$ cat config.mk
export PLATFORM = sky130hd
export DESIGN_NAME = serial_channel_flow_loopback_control
export DESIGN_NICKNAME = d
export VERILOG_FILES = /design/src/rtl/chan_opt_pkg.sv /design/src/rtl/pin_sync.sv /design/src/rtl/serial_channel_flow_loopback_control.sv
export SDC_FILE = /design/constraint.sdc
export NUM_CORES = 1
export LEC_CHECK = 0
export BUFFER_PORTS_ARGS = -buffer_cell sky130_fd_sc_hd__buf_4
export CORE_MARGIN = 3
export CORE_UTILIZATION = 56
export DETAILED_ROUTE_END_ITERATION = 16
export PLACE_DENSITY_LB_ADDON = 0.08
export SYNTH_ARGS = -nofsm -noshare
export SYNTH_HDL_FRONTEND = slang
export SYNTH_SLANG_ARGS = --single-unit
$ cat constraint.sdc
create_clock -name clk_sys -period 2.5 [get_ports clk_sys]
set_input_delay 0.75 -clock clk_sys [delete_from_list [all_inputs] [get_ports clk_sys]]
set_output_delay 0.75 -clock clk_sys [all_outputs]
set_load 0.01 [all_outputs]
$ cat src/rtl/chan_opt_pkg.sv
// Purpose: Shared constants for the serial channel option logic
// Assumes: 8-bit register port, one clock
// Notes: Offsets are byte addresses on the plain register port
package chan_opt_pkg;
  // ----------------------------------------
  // Register offsets
  // ----------------------------------------
  localparam logic [7:0] OFS_CHANNEL_OPTION_2 = 8'h09;
  localparam logic [7:0] OFS_CHANNEL_OPTION_3 = 8'h0a;
  localparam logic [7:0] OFS_XON_CHAR = 8'h1c;
  localparam logic [7:0] OFS_XOFF_CHAR = 8'h1d;
  localparam logic [7:0] OFS_FLOW_STATUS = 8'h1e;
  // ----------------------------------------
  // Reset values
  // ----------------------------------------
  localparam logic [7:0] RST_OPTION = 8'h00;
  localparam logic [7:0] RST_XON = 8'h11;
  localparam logic [7:0] RST_XOFF = 8'h13;
  localparam logic [7:0] RD_UNMAPPED = 8'h00;
  // ----------------------------------------
  // Field positions in channel_option_2
  // ----------------------------------------
  localparam int BIT_IMPLIED_RESUME = 7;
  localparam int BIT_INBAND_FLOW = 6;
  localparam int BIT_EMBEDDED_CMD = 5;
  localparam int BIT_LOCAL_LOOP = 4;
  localparam int BIT_REMOTE_LOOP = 3;
  localparam int BIT_RTS_AUTO = 2;
  localparam int BIT_CTS_AUTO = 1;
  localparam int BIT_DSR_AUTO = 0;
  // Field in channel_option_3
  localparam int BIT_SCD12_ENABLE = 4;
  // ----------------------------------------
  // Embedded command escape and line levels
  // ----------------------------------------
  localparam logic [7:0] EMB_ESCAPE = 8'h00;
  localparam logic LINE_MARK = 1'b1;
  localparam logic SYNC_RST = 1'b1;
  // ----------------------------------------
  // Flow state
  // ----------------------------------------
  typedef enum logic [0:0] {
    FLOW_RUN = 1'b0,
    FLOW_HELD = 1'b1
  } flow_state_e;
endpackage

$ cat src/rtl/pin_sync.sv
// Purpose: Two flip-flop synchroniser for one pin
// Assumes: Pin is asynchronous to clk_sys
// Notes: First stage feeds only the second stage
`timescale 1ns/1ps
module pin_sync
  import chan_opt_pkg::*;
(
  input wire logic clk_sys,
  input wire logic rst,
  input wire logic pin,
  output logic pin_s
);
  logic meta_ff;
  logic sync_ff;
  logic nxt_meta;
  logic nxt_sync;

  always_comb begin
    nxt_meta = pin;
    nxt_sync = meta_ff;
  end

  always_ff @(posedge clk_sys) begin
    if (rst) begin
      meta_ff <= SYNC_RST;
      sync_ff <= SYNC_RST;
    end else begin
      meta_ff <= nxt_meta;
      sync_ff <= nxt_sync;
    end
  end

  assign pin_s = sync_ff;
endmodule

$ cat src/rtl/serial_channel_flow_loopback_control.sv
// Purpose: Flow control, embedded commands, loopback and modem gating
// Assumes: Character engine and FIFOs on clk_sys, modem pins asynchronous
// Notes: Active-low modem pins, line idles at mark
//
// Added by the designer: strobed register access.
`timescale 1ns/1ps
module serial_channel_flow_loopback_control
  import chan_opt_pkg::*;
(
  input wire logic clk_sys,
  input wire logic rst,
  input wire logic [7:0] reg_addr,
  input wire logic [7:0] reg_wdata,
  input wire logic reg_wr,
  input wire logic reg_rd,
  output logic [7:0] reg_rdata,
  input wire logic chan_enable_cmd,
  input wire logic chan_enabled,
  input wire logic rts_manual,
  input wire logic rx_char_valid,
  input wire logic [7:0] rx_char,
  input wire logic rx_char_err,
  output logic rxf_valid,
  output logic [7:0] rxf_data,
  input wire logic txf_valid,
  input wire logic [7:0] txf_data,
  output logic txf_ready,
  output logic hold_valid,
  output logic [7:0] hold_data,
  input wire logic hold_ready,
  input wire logic tx_busy,
  output logic emb_cmd_valid,
  output logic [7:0] emb_cmd_code,
  input wire logic eng_txd,
  output logic eng_rxd,
  input wire logic rxd_pin,
  output logic txd_pin,
  input wire logic cts_n,
  input wire logic dsr_n,
  output logic rts_n
);
  // ----------------------------------------
  // Pin synchronisers
  // ----------------------------------------
  logic rxd_s;
  logic cts_n_s;
  logic dsr_n_s;

  pin_sync u_rxd (.clk_sys(clk_sys), .rst(rst), .pin(rxd_pin), .pin_s(rxd_s));
  pin_sync u_cts (.clk_sys(clk_sys), .rst(rst), .pin(cts_n), .pin_s(cts_n_s));
  pin_sync u_dsr (.clk_sys(clk_sys), .rst(rst), .pin(dsr_n), .pin_s(dsr_n_s));

  // ----------------------------------------
  // Registers
  // ----------------------------------------
  logic [7:0] opt2_ff;
  logic [7:0] opt3_ff;
  logic [7:0] xon_ff;
  logic [7:0] xoff_ff;
  logic [7:0] rdata_ff;
  logic [7:0] nxt_opt2;
  logic [7:0] nxt_opt3;
  logic [7:0] nxt_xon;
  logic [7:0] nxt_xoff;
  logic [7:0] nxt_rdata;
  flow_state_e flow_ff;
  flow_state_e nxt_flow;
  logic esc_ff;
  logic nxt_esc;

  always_comb begin
    nxt_opt2 = opt2_ff;
    nxt_opt3 = opt3_ff;
    nxt_xon = xon_ff;
    nxt_xoff = xoff_ff;
    nxt_rdata = RD_UNMAPPED;
    if (reg_wr) begin
      unique case (reg_addr)
        OFS_CHANNEL_OPTION_2: nxt_opt2 = reg_wdata;
        OFS_CHANNEL_OPTION_3: nxt_opt3 = reg_wdata;
        OFS_XON_CHAR: nxt_xon = reg_wdata;
        OFS_XOFF_CHAR: nxt_xoff = reg_wdata;
        default: nxt_opt2 = opt2_ff;
      endcase
    end
    if (reg_rd) begin
      unique case (reg_addr)
        OFS_CHANNEL_OPTION_2: nxt_rdata = opt2_ff;
        OFS_CHANNEL_OPTION_3: nxt_rdata = opt3_ff;
        OFS_XON_CHAR: nxt_rdata = xon_ff;
        OFS_XOFF_CHAR: nxt_rdata = xoff_ff;
        OFS_FLOW_STATUS: nxt_rdata = {5'h00, esc_ff, ~rts_n, flow_ff == FLOW_HELD};
        default: nxt_rdata = RD_UNMAPPED;
      endcase
    end
  end

  always_ff @(posedge clk_sys) begin
    if (rst) begin
      opt2_ff <= RST_OPTION;
      opt3_ff <= RST_OPTION;
      xon_ff <= RST_XON;
      xoff_ff <= RST_XOFF;
      rdata_ff <= RD_UNMAPPED;
    end else begin
      opt2_ff <= nxt_opt2;
      opt3_ff <= nxt_opt3;
      xon_ff <= nxt_xon;
      xoff_ff <= nxt_xoff;
      rdata_ff <= nxt_rdata;
    end
  end

  assign reg_rdata = rdata_ff;

  // ----------------------------------------
  // Option decode
  // ----------------------------------------
  logic implied_resume_mode;
  logic inband_tx_flow_enable;
  logic embedded_tx_command_enable;
  logic local_loopback;
  logic remote_loopback;
  logic rts_auto_output;
  logic cts_auto_enable;
  logic dsr_auto_enable;
  logic scd12_enable;

  assign implied_resume_mode = opt2_ff[BIT_IMPLIED_RESUME];
  assign inband_tx_flow_enable = opt2_ff[BIT_INBAND_FLOW];
  assign embedded_tx_command_enable = opt2_ff[BIT_EMBEDDED_CMD];
  assign local_loopback = opt2_ff[BIT_LOCAL_LOOP];
  assign remote_loopback = opt2_ff[BIT_REMOTE_LOOP];
  assign rts_auto_output = opt2_ff[BIT_RTS_AUTO];
  assign cts_auto_enable = opt2_ff[BIT_CTS_AUTO];
  assign dsr_auto_enable = opt2_ff[BIT_DSR_AUTO];
  assign scd12_enable = opt3_ff[BIT_SCD12_ENABLE];

  // ----------------------------------------
  // In-band transmit flow
  // ----------------------------------------
  logic rx_clean;
  logic flow_cmp;
  logic xoff_hit;
  logic resume_hit;

  assign rx_clean = rx_char_valid && !rx_char_err;
  assign flow_cmp = inband_tx_flow_enable && scd12_enable && rx_clean;
  assign xoff_hit = flow_cmp && rx_char == xoff_ff;
  assign resume_hit = flow_cmp && (rx_char == xon_ff || implied_resume_mode);

  always_comb begin
    nxt_flow = flow_ff;
    unique case (flow_ff)
      FLOW_RUN: if (xoff_hit && !chan_enable_cmd) begin
        nxt_flow = FLOW_HELD;
      end
      FLOW_HELD: if (chan_enable_cmd || (resume_hit && !xoff_hit)) begin
        nxt_flow = FLOW_RUN;
      end
    endcase
    if (!inband_tx_flow_enable && !chan_enable_cmd && flow_ff == FLOW_HELD) begin
      nxt_flow = FLOW_HELD;
    end
  end

  // ----------------------------------------
  // Transmit path with embedded commands
  // ----------------------------------------
  logic tx_gate;
  logic tx_take;
  logic hold_valid_ff;
  logic [7:0] hold_data_ff;
  logic emb_valid_ff;
  logic [7:0] emb_code_ff;
  logic nxt_hold_valid;
  logic [7:0] nxt_hold_data;
  logic nxt_emb_valid;
  logic [7:0] nxt_emb_code;

  // New characters stop here; holding and shift contents still drain
  assign tx_gate = flow_ff == FLOW_RUN && !(cts_auto_enable && cts_n_s);
  assign txf_ready = tx_gate && (!hold_valid_ff || hold_ready);
  assign tx_take = txf_valid && txf_ready;

  always_comb begin
    nxt_hold_valid = hold_valid_ff && !hold_ready;
    nxt_hold_data = hold_data_ff;
    nxt_emb_valid = 1'b0;
    nxt_emb_code = emb_code_ff;
    nxt_esc = esc_ff && embedded_tx_command_enable;
    if (tx_take) begin
      if (embedded_tx_command_enable && esc_ff) begin
        nxt_emb_valid = 1'b1;
        nxt_emb_code = txf_data;
        nxt_esc = 1'b0;
      end else if (embedded_tx_command_enable && txf_data == EMB_ESCAPE) begin
        nxt_esc = 1'b1;
      end else begin
        nxt_hold_valid = 1'b1;
        nxt_hold_data = txf_data;
      end
    end
  end

  always_ff @(posedge clk_sys) begin
    if (rst) begin
      flow_ff <= FLOW_RUN;
      esc_ff <= 1'b0;
      hold_valid_ff <= 1'b0;
      hold_data_ff <= RST_OPTION;
      emb_valid_ff <= 1'b0;
      emb_code_ff <= RST_OPTION;
    end else begin
      flow_ff <= nxt_flow;
      esc_ff <= nxt_esc;
      hold_valid_ff <= nxt_hold_valid;
      hold_data_ff <= nxt_hold_data;
      emb_valid_ff <= nxt_emb_valid;
      emb_code_ff <= nxt_emb_code;
    end
  end

  assign hold_valid = hold_valid_ff;
  assign hold_data = hold_data_ff;
  assign emb_cmd_valid = emb_valid_ff;
  assign emb_cmd_code = emb_code_ff;

  // ----------------------------------------
  // Receive delivery, loopback and RTS
  // ----------------------------------------
  logic rxf_valid_ff;
  logic [7:0] rxf_data_ff;
  logic txd_ff;
  logic rts_n_ff;
  logic nxt_rxf_valid;
  logic [7:0] nxt_rxf_data;
  logic nxt_txd;
  logic nxt_rts_n;
  logic tx_pending;

  assign tx_pending = txf_valid || hold_valid_ff || tx_busy;

  always_comb begin
    nxt_rxf_valid = rx_char_valid && !(dsr_auto_enable && dsr_n_s);
    nxt_rxf_data = rx_char_valid ? rx_char : rxf_data_ff;
    if (local_loopback) begin
      nxt_txd = LINE_MARK;
    end else if (remote_loopback) begin
      nxt_txd = rxd_s;
    end else begin
      nxt_txd = eng_txd;
    end
    if (rts_auto_output) begin
      nxt_rts_n = !(chan_enabled && tx_pending);
    end else begin
      nxt_rts_n = !rts_manual;
    end
  end

  always_ff @(posedge clk_sys) begin
    if (rst) begin
      rxf_valid_ff <= 1'b0;
      rxf_data_ff <= RST_OPTION;
      txd_ff <= LINE_MARK;
      rts_n_ff <= 1'b1;
    end else begin
      rxf_valid_ff <= nxt_rxf_valid;
      rxf_data_ff <= nxt_rxf_data;
      txd_ff <= nxt_txd;
      rts_n_ff <= nxt_rts_n;
    end
  end

  assign eng_rxd = local_loopback ? eng_txd : rxd_s;
  assign rxf_valid = rxf_valid_ff;
  assign rxf_data = rxf_data_ff;
  assign txd_pin = txd_ff;
  assign rts_n = rts_n_ff;
endmodule

==> Yosys cells after proc, flatten, opt, wreduce, memory -nomap -nowiden <==
Cells that the tools add are included.
{ "totals": {"ff_bits": 77, "input_bits": 48, "output_inout_bits": 39, "wordCells": 93} }
{ "classes": {"eq_ne": 7, "muxes": 15, "bitwise": 6, "reduce_logical": 44} }
{ "op_table": {"columns": ["cell", "count"], "rows": [
  ["case mux 8 bit (5 select lines)", 1],
  ["== test 8 x 5 -> 1 bit, second input constant", 3],
  ["logical AND 1 bit", 19],
  ["== test 8 x 4 -> 1 bit, second input constant", 2],
  ["== test 8 bit", 2],
  ["two-way mux 1 bit", 13],
  ["logical NOT 1 bit", 10],
  ["AND reduction 2 bit", 5],
  ["logical NOT 8 bit", 1],
  ["NOT 1 bit", 6],
  ["OR reduction 2 bit", 3],
  ["logical OR 1 bit", 5],
  ["AND reduction 3 bit", 1],
  ["case mux 1 bit (2 select lines)", 1]
]} }

==> Longest topological paths before layout <==
Gate-level depths: netlist of run 1.
{ "logic_depth": {"depth_word": 10, "mapped_depth": 7, "depth_no_buf": 4} }

==> By module <==
A second synthesis of run 1 with hierarchy kept.
{ "hier_totals": {"cells_unflattened": 333, "hier_area_um2": 3342.0} }
{ "modules_own_cells": {"columns": ["mod", "n_inst", "cells_per_inst", "area_each_um2", "seq_area_each_um2"], "rows": [
  ["serial_channel_flow_loopback_control", 1, 321, 3184.3, 1421.4],
  ["pin_sync", 3, 4, 52.6, 40.0]
]} }

==> Worst setup path after synthesis of run 1 <==
No wires, ideal clock.
{ "synth_timing": {"path_type": "input to register", "start": "input port reg_addr[7]", "end": "register xon_ff[0]", "setup_time_ps": 120, "arrival_ps": 1775, "required_time_ps": 2380, "slack_ps": 605, "cell_stages": 4, "n_path_buf": 1, "path_cell_list": "nor4b_4 -> buf_4 -> nand4_4 -> a211o_1"} }
{ "synth_between": {"elab_chain_len": 2} }
{ "synth_rtl": {"columns": ["element", "line_no", "source"], "rows": [
  ["from (decl)", "serial_channel_flow_loopback_control.sv:12", "input wire logic [7:0] reg_addr,"],
  ["== test 8 x 5 -> 1 bit", "serial_channel_flow_loopback_control.sv:78", "unique case (reg_addr)"],
  ["AND reduction 2 bit (no source line)", null, null],
  ["to (signal assigned)", "serial_channel_flow_loopback_control.sv:108", "xon_ff <= nxt_xon;"],
  ["to (decl)", "serial_channel_flow_loopback_control.sv:58", "logic [7:0] xon_ff;"]
]} }
No other way between the ends.
A chain may end at the register's enable or synchronous reset.

==> Worst setup path in the final report of run 1 <==
{ "layout_timing": {"start": "input port hold_ready", "end": "output port txf_ready"} }
{ "layout_between": {"elab_chain_len": 2} }
{ "layout_rtl": {"columns": ["element", "line_no", "source"], "rows": [
  ["from (decl)", "serial_channel_flow_loopback_control.sv:30", "input wire logic hold_ready,"],
  ["logical OR 1 bit", "serial_channel_flow_loopback_control.sv:183", "assign txf_ready = tx_gate && (!hold_valid_ff || hold_ready);"],
  ["logical AND 1 bit", "serial_channel_flow_loopback_control.sv:183", null],
  ["to (decl)", "serial_channel_flow_loopback_control.sv:27", "output logic txf_ready,"]
]} }
No other way between the ends.

==> impl_metrics.prom, run 1 <==
# TYPE chip_impl_metric gauge
chip_impl_metric{name="dp_cells",unit=""} 500
chip_impl_metric{name="post-cts-setup-buffers",unit=""} 0
chip_impl_metric{name="hold_viol_final",unit=""} 0
chip_impl_metric{name="max-vdd-ir-drop",unit="mV"} 0.421
chip_impl_metric{name="antenna_cells",unit=""} 0
chip_impl_metric{name="postSynth.asyncResetShare",unit="%"} 0
chip_impl_info{name="holdPathEnd",value="rxf_valid"} 1
chip_impl_metric{name="max_slew_margin",unit="%"} 55.5
chip_impl_metric{name="grt_first_pass_wirelength",unit="µm"} 13200
chip_impl_metric{name="avgSynthCellArea",unit="µm²"} 9.15
chip_impl_metric{name="seq_area",unit="µm²"} 1540
chip_impl_metric{name="h_tree_level_count",unit=""} 3
chip_impl_info{name="synth_top_cells_by_area",value="dfxtp_1 (47%), nand2_1 (7.4%), a21oi_1 (5.6%)"} 1
chip_impl_metric{name="final.setup.tns",unit="ns"} 0
chip_impl_info{name="yosys_most_used_dff",value="dfxtp_1"} 1
chip_impl_metric{name="avgViaCountPerCell",unit=""} 5.74
chip_impl_metric{name="cts_repair_resize_count",unit=""} 0
chip_impl_info{name="worstReg2RegStart",value="flow_ff"} 1
chip_impl_metric{name="clk_pin_slew_worst_paths",unit="ns"} 0.07
chip_impl_metric{name="pwr_density_cell",unit="nW/µm²"} 578
chip_impl_metric{name="final.period_utilization",unit="%"} 82.9
chip_impl_metric{name="multiInputGateArea",unit="µm²"} 1640
chip_impl_metric{name="ys_ff_latch",unit=""} 77
chip_impl_metric{name="cts.path.max_buffers",unit=""} 2
chip_impl_metric{name="floorplan.rows",unit=""} 27
chip_impl_metric{name="place.gp.congestion",unit=""} 0.889
chip_impl_metric{name="global_route.usage.total",unit="%"} 26.0
chip_impl_info{name="grt.busiest_layer",value="met2"} 1
chip_impl_metric{name="setup_viol",unit=""} 0
chip_impl_metric{name="postLayoutCoreUtil",unit="%"} 74.2
chip_impl_metric{name="route.final.wire_length",unit="µm"} 8560
chip_impl_info{name="worst_hold_path_type",value="flop to flop"} 1
chip_impl_metric{name="fmax",unit="MHz"} 482
chip_impl_metric{name="max_transition_viols_final",unit=""} 0
chip_impl_metric{name="portion_of_the_post_synthesis_area_used_by_sequential_elements",unit="%"} 47.0
chip_impl_metric{name="yosys.area.top_type_share",unit="%"} 47.0
chip_impl_info{name="yosysTopAreaCell",value="dfxtp_1"} 1
chip_impl_info{name="holdCritStartpoint",value="u_dsr.pin_s"} 1
chip_impl_metric{name="max_cap_violations",unit=""} 0
chip_impl_metric{name="crit_path_max_fanout",unit=""} 3
chip_impl_metric{name="syn-instance-count",unit=""} 359
chip_impl_metric{name="floorplan.io_pins",unit=""} 87
chip_impl_metric{name="tritoncts_sink_count",unit=""} 77
chip_impl_info{name="run_status",value="finished clean"} 1
chip_impl_info{name="rsz_0062_raised_after_global_routing",value="no"} 1
chip_impl_metric{name="use_met2",unit="%"} 42.7
chip_impl_metric{name="post_cts_hold_buffer_count",unit=""} 0
chip_impl_metric{name="hpwl",unit="µm"} 6160
chip_impl_metric{name="remaining_drc_errors",unit=""} 0
chip_impl_metric{name="syn_to_final_growth",unit="%"} 26.0
chip_impl_info{name="worst-setup-path-type",value="input port to output pin"} 1
chip_impl_metric{name="final-instance-count-excl-fill",unit=""} 514
chip_impl_metric{name="globalRouteMet3Util",unit="%"} 4.99
chip_impl_metric{name="finalCriticalPeriod",unit="ns"} 2.07
chip_impl_metric{name="hold_depth",unit=""} 1
chip_impl_metric{name="fp.dieW",unit="µm"} 82.6
chip_impl_metric{name="total_number_of_yosys_warnings",unit=""} 0
chip_impl_metric{name="drt-wirelength-per-cell",unit="µm"} 16.7
chip_impl_metric{name="fp.coreArea",unit="µm²"} 5570
chip_impl_metric{name="synth_edf_count",unit=""} 0
chip_impl_metric{name="design.final.nets",unit=""} 487
chip_impl_metric{name="io_buffers",unit=""} 86
chip_impl_metric{name="global_route.overflow_total",unit=""} 0
chip_impl_metric{name="initial_core_util",unit="%"} 58.9
chip_impl_metric{name="p_leak",unit="µW"} 0.00167
chip_impl_metric{name="synth_cell_type_count",unit=""} 49
chip_impl_metric{name="syn-cell-area",unit="µm²"} 3280
chip_impl_info{name="clock_tree_from_tritoncts",value="built"} 1
chip_impl_metric{name="maximum_number_of_pins_on_one_net_before_global_route_repair",unit=""} 41
chip_impl_metric{name="grt_antenna_before_repair",unit=""} 0
chip_impl_metric{name="max_slew.worst_pin.slew",unit="ns"} 0.659
chip_impl_metric{name="rrSetupSlack",unit="ns"} 0.91
chip_impl_metric{name="grtUsageMet1",unit="%"} 32.8
chip_impl_info{name="r2r-end",value="emb_cmd_code[0]"} 1
chip_impl_metric{name="clk_latency",unit="ns"} 0.35
chip_impl_metric{name="synth_nets",unit=""} 407
chip_impl_metric{name="power",unit="µW"} 2390
chip_impl_metric{name="post_route_cells_drive_above_1_share",unit="%"} 26.5
chip_impl_metric{name="layout.filler_cells",unit=""} 452
chip_impl_metric{name="finClkSkew",unit="ns"} 0.00762
chip_impl_metric{name="fp.dieH",unit="µm"} 82.6
chip_impl_metric{name="cts_buffers",unit=""} 9
chip_impl_metric{name="worstRegToRegCells",unit=""} 4
chip_impl_metric{name="dr.first_iter.drc_count",unit=""} 304
chip_impl_metric{name="first_global_vias",unit=""} 2671
chip_impl_metric{name="floorplan.die_area",unit="µm²"} 6820
chip_impl_metric{name="ant_nets",unit=""} 0
chip_impl_metric{name="routed-via-count",unit=""} 2952
chip_impl_metric{name="detailedRoute.firstPassIterationCount",unit=""} 5
chip_impl_metric{name="arrival",unit="ns"} 1.32
chip_impl_info{name="worst_setup_path_start_kind",value="input port"} 1
chip_impl_info{name="clk_root_buf",value="clkbuf_8"} 1
chip_impl_info{name="timing.critical_path.to_type",value="output pin"} 1
chip_impl_metric{name="crit_required",unit="ns"} 1.75
logic make-up (layout without fill, tap and decap cells):
logic type,Yosys count,count (layout),share of synthesized area (%)
AND/OR/NAND/NOR,147,147,23.7
AO/OA/AOI/OAI,77,77,16.3
multiplexers,18,18,5.53
buffers and inverters,24,107,3.24
flip-flops,77,77,47.0
XOR/XNOR,16,16,4.27
registers in the layout (all words and copies together), names as in the netlist, 8 cells and up:
signal / cells
emb_cmd_code: 8
reg_rdata: 8
opt3_ff: 8
rxf_data: 8
xoff_ff: 8
hold_data: 8
xon_ff: 8
opt2_ff: 8
critical path, stage by stage:
cell and delay (ns):
buf_4 0.11, nand2b_1 0.15, and2_1 0.17, buf_4 0.14
cell type report:
class                           instances  share of cell area [%]
Inverter                                2                   0.181
Tap cell                               72                    2.18
Timing Repair Buffer                   91                    16.5
Multi-Input combinational cell        258                    39.5
Sequential cell                        77                    37.3
Clock inverter                          2                   0.847
Clock buffer                           12                    3.51
power breakdown:
part	switching (µW)	internal [µW]
clock network	409	477
registers	12.4	1250
logic	122	122
total	543	1850
worst max path at each step:
stage / to / start / depth (start not counted) / slack [ns]
after global routing: txf_ready / hold_ready / 4 / 0.38
after floorplan: xon_ff[0] / reg_addr[7] / 4 / 0.61
final: txf_ready / hold_ready / 4 / 0.43
after CTS: txf_ready / hold_ready / 4 / 0.43
after global placement: reg_rdata[6] / reg_addr[7] / 6 / 0.34
after detailed placement: xoff_ff[5] / reg_addr[7] / 6 / 0.28
metal layers:
layer | share of wire [%] | routed length, µm
met1 | 41 | 3520
met2 | 48 | 4100
met3 | 8.2 | 701
met4 | 2.9 | 246
met5 | 0 | 0
layout by cell type (no fill, tap or decap), drive strengths merged, types with 4 or more instances in the layout:
cell	count
buf	91
dfxtp	77
nand2	65
a21oi	38
nand2b	17
mux2i	17
nor2	13
xor2	13
clkbuf	12
a22o	11
nand3	8
nand4	8
a22oi	7
or2	6
nand3b	5
and3	4
a21o	4
Yosys cell counts (4+ instances only):
library cell / count
a22oi_1: 7
nor2_1: 13
nand2b_1: 17
nand3b_1: 5
clkbuf_1: 12
nand4_1: 7
a21oi_1: 37
a22o_1: 11
mux2i_1: 17
nand3_1: 8
a21o_1: 4
buf_2: 7
nand2_1: 65
and3_1: 4
xor2_1: 13
dfxtp_1: 77
or2_2: 6
through the flow:
| stage | setup WS, ns | instance area [µm²] | hold WS [ns] |
|---|---|---|---|
| floorplan | 0.605 | 3280 | 0.389 |
| global placement | 0.336 | 3960 | 0.394 |
| detailed placement | 0.284 | 3960 | 0.394 |
| CTS | 0.427 | 4140 | 0.405 |
| global route | 0.379 | 4140 | 0.422 |
| finish | 0.426 | 4140 | 0.405 |
(Power assumes the default switching activity.)
==> run 2: changes to the inputs <==
--- a/config.mk
+++ b/config.mk
@@ -7,7 +7,7 @@
 export LEC_CHECK = 0
 export BUFFER_PORTS_ARGS = -buffer_cell sky130_fd_sc_hd__buf_4
 export CORE_MARGIN = 3
-export CORE_UTILIZATION = 56
+export CORE_UTILIZATION = 52
 export DETAILED_ROUTE_END_ITERATION = 16
 export PLACE_DENSITY_LB_ADDON = 0.08
 export SYNTH_ARGS = -nofsm -noshare
==> constraint.sdc (replaced) <==
create_clock -name clk_sys -period 2.16 [get_ports clk_sys]
set_input_delay 0.648 -clock clk_sys [delete_from_list [all_inputs] [get_ports clk_sys]]
set_output_delay 0.648 -clock clk_sys [all_outputs]
set_load 0.01 [all_outputs]
==> run 2 against run 1 <==
Clock-buffer cell count rose by 1; via count rose by 3.4%; combinational power is 20% higher; first-iteration DRC count is 14% lower; die area is 7.1% higher; worst hold slack improved by 0.0019 ns; sequential share of layout area down 0.66 points; sequential power increased by 16%; flip-flop and latch count did not move; largest cell class unchanged; highest routed layer unchanged.
==> impl_metrics.prom, run 2 (synthesized netlist as in run 1, its figures left out) <==
# TYPE chip_impl_metric gauge
chip_impl_metric{name="post-cts-setup-buffers",unit=""} 0
chip_impl_metric{name="final-instance-count-excl-fill",unit=""} 525
chip_impl_metric{name="max_cap_violations",unit=""} 0
chip_impl_metric{name="fmax",unit="MHz"} 531
chip_impl_metric{name="switching_power",unit="µW"} 650
chip_impl_metric{name="fp.coreArea",unit="µm²"} 6030
chip_impl_info{name="clk_root_buf",value="clkbuf_8"} 1
chip_impl_metric{name="drt-wirelength-per-cell",unit="µm"} 16.8
chip_impl_metric{name="pwr-share-clk",unit="%"} 36.7
chip_impl_metric{name="setup_viol",unit=""} 0
chip_impl_info{name="worst_setup_path_start_kind",value="flop"} 1
chip_impl_info{name="most-common-layout-cells",value="buf_4 (96), dfxtp_1 (77), nand2_1 (65)"} 1
chip_impl_info{name="crit_chain",value="mux2_2 -> buf_4"} 1
chip_impl_metric{name="comb_power_share",unit="%"} 10.5
chip_impl_metric{name="pwr_density_cell",unit="nW/µm²"} 658
chip_impl_info{name="timing.critical_path.to_type",value="output pin"} 1
chip_impl_metric{name="ant_nets",unit=""} 0
chip_impl_metric{name="detailedRoute.firstPassIterationCount",unit=""} 5
chip_impl_metric{name="global_route.overflow_total",unit=""} 0
chip_impl_metric{name="cell_internal_pwr",unit="µW"} 2120
chip_impl_metric{name="finClkSkew",unit="ns"} 0.00919
chip_impl_metric{name="max_transition_viols_final",unit=""} 0
chip_impl_metric{name="fp.dieW",unit="µm"} 85.5
chip_impl_metric{name="cts.path.max_buffers",unit=""} 2
chip_impl_metric{name="final.setup.tns",unit="ns"} 0
chip_impl_info{name="cpLargestDelayFamily",value="flip-flops"} 1
chip_impl_metric{name="io_buffers",unit=""} 86
chip_impl_metric{name="max-vdd-ir-drop",unit="mV"} 0.600
chip_impl_metric{name="design.final.nets",unit=""} 494
chip_impl_info{name="worst_hold_path_type",value="flop to flop"} 1
chip_impl_metric{name="postLayoutCoreUtil",unit="%"} 69.9
chip_impl_metric{name="route.final.wire_length",unit="µm"} 8800
chip_impl_metric{name="hold_viol_final",unit=""} 0
chip_impl_metric{name="tritoncts_sink_count",unit=""} 77
chip_impl_info{name="timing.critical_path.slowest_stage_cell",value="dfxtp_1"} 1
chip_impl_metric{name="syn_to_final_growth",unit="%"} 28.3
chip_impl_metric{name="floorplan.die_area",unit="µm²"} 7300
chip_impl_metric{name="clk_latency",unit="ns"} 0.34
chip_impl_metric{name="place.gp.congestion",unit=""} 0.854
chip_impl_metric{name="placedInstanceArea",unit="µm²"} 4040
chip_impl_metric{name="floorplan.io_pins",unit=""} 87
chip_impl_info{name="run_status",value="finished clean"} 1
chip_impl_metric{name="post_cts_hold_buffer_count",unit=""} 0
chip_impl_metric{name="max_slew.worst_pin.slew",unit="ns"} 0.748
chip_impl_metric{name="clk_pin_slew_worst_paths",unit="ns"} 0.08
chip_impl_metric{name="fin_area",unit="µm²"} 4210
chip_impl_metric{name="post_route_cells_drive_above_1_share",unit="%"} 27.3
chip_impl_metric{name="sw_frac_of_total",unit="%"} 23.4
chip_impl_metric{name="cp_num_buf_inv",unit=""} 1
chip_impl_metric{name="maximum_number_of_pins_on_one_net_before_global_route_repair",unit=""} 48
chip_impl_metric{name="avgViaCountPerCell",unit=""} 5.81
chip_impl_metric{name="floorplan.rows",unit=""} 28
chip_impl_metric{name="worst_slack",unit="ns"} 0.277
chip_impl_info{name="clock_tree_from_tritoncts",value="built"} 1
chip_impl_metric{name="detailedPlace.worstSlack",unit="ns"} 0.0371
chip_impl_metric{name="pwr-share-seq",unit="%"} 52.7
chip_impl_metric{name="slowest_delay",unit="ns"} 0.41
chip_impl_metric{name="remaining_drc_errors",unit=""} 0
chip_impl_metric{name="global_route.usage.total",unit="%"} 24.7
chip_impl_metric{name="antenna_cells",unit=""} 0
chip_impl_metric{name="crit_path_max_fanout",unit=""} 4
chip_impl_metric{name="h_tree_level_count",unit=""} 3
chip_impl_metric{name="grt_first_pass_wirelength",unit="µm"} 14300
chip_impl_metric{name="hpwl",unit="µm"} 6330
chip_impl_metric{name="fp.dieH",unit="µm"} 85.5
chip_impl_info{name="layout.cells.most_common",value="buf_4"} 1
chip_impl_metric{name="p_leak",unit="µW"} 0.00170
chip_impl_info{name="rsz_0062_raised_after_global_routing",value="no"} 1
chip_impl_metric{name="cts_buffers",unit=""} 9
chip_impl_metric{name="first_global_vias",unit=""} 2868
chip_impl_metric{name="dr.first_iter.drc_count",unit=""} 261
chip_impl_info{name="worst-setup-path-type",value="flop to output pin"} 1
chip_impl_metric{name="routed-via-count",unit=""} 3051
chip_impl_metric{name="cts_repair_resize_count",unit=""} 0
chip_impl_metric{name="finalCriticalPeriod",unit="ns"} 1.88
chip_impl_metric{name="crit_required",unit="ns"} 1.51
chip_impl_metric{name="final.period_utilization",unit="%"} 87.2
chip_impl_metric{name="arrival",unit="ns"} 1.23
chip_impl_metric{name="max_slew_margin",unit="%"} 49.5
chip_impl_metric{name="dp_cells",unit=""} 510
chip_impl_metric{name="initial_core_util",unit="%"} 54.5
chip_impl_metric{name="grt_antenna_before_repair",unit=""} 0
[run 2: final timing paths]
check                startpoint      endpoint  slack [ns]  cells past startpoint
setup / recovery     opt2_ff[4]       eng_rxd        0.28                      2
hold / removal    u_dsr.meta_ff   u_dsr.pin_s        0.41                      1
setup reg to reg        flow_ff  hold_data[2]        0.55                      4
hold reg to reg   u_dsr.meta_ff   u_dsr.pin_s        0.41                      1
[run 2: routing by layer]
layer | global-route usage, % | wire [µm] | vias to the layer above | share of wire (%)
met3 | 4.27 | 542 | 13 | 6.2
met5 | 0 | 0 | - | 0
met4 | 8.49 | 107 | 0 | 1.2
li1 | - | - | 1442 | -
met2 | 38.1 | 4120 | 122 | 47
met1 | 34.8 | 4040 | 1474 | 46
[run 2: area by class of cell]
| cell class | count | area (µm²) |
|---|---|---|
| Fill cell | 507 | 1810 |
| Clock buffer | 13 | 139 |
| Timing Repair Buffer | 98 | 761 |
| Clock inverter | 2 | 35.0 |
| Sequential cell | 77 | 1540 |
| Inverter | 2 | 7.51 |
| Tap cell | 75 | 93.8 |
| Multi-Input combinational cell | 258 | 1640 |
[run 2: stage by stage]
stage | power (µW) | hold slack, ns
global route | 2890 | 0.423
detailed placement | 1790 | 0.398
global placement | 1780 | 0.392
CTS | 2790 | 0.413
floorplan | 1620 | 0.389
finish | 2770 | 0.406
[run 2: power by group through the flow]
stage | sequential [µW] | clock [µW] | combinational [µW]
finish | 1460 | 1020 | 292
global route | 1470 | 1110 | 315
CTS | 1460 | 1040 | 291
detailed placement | 1500 | 0 | 290
global placement | 1490 | 0 | 287
floorplan | 1500 | 0 | 119
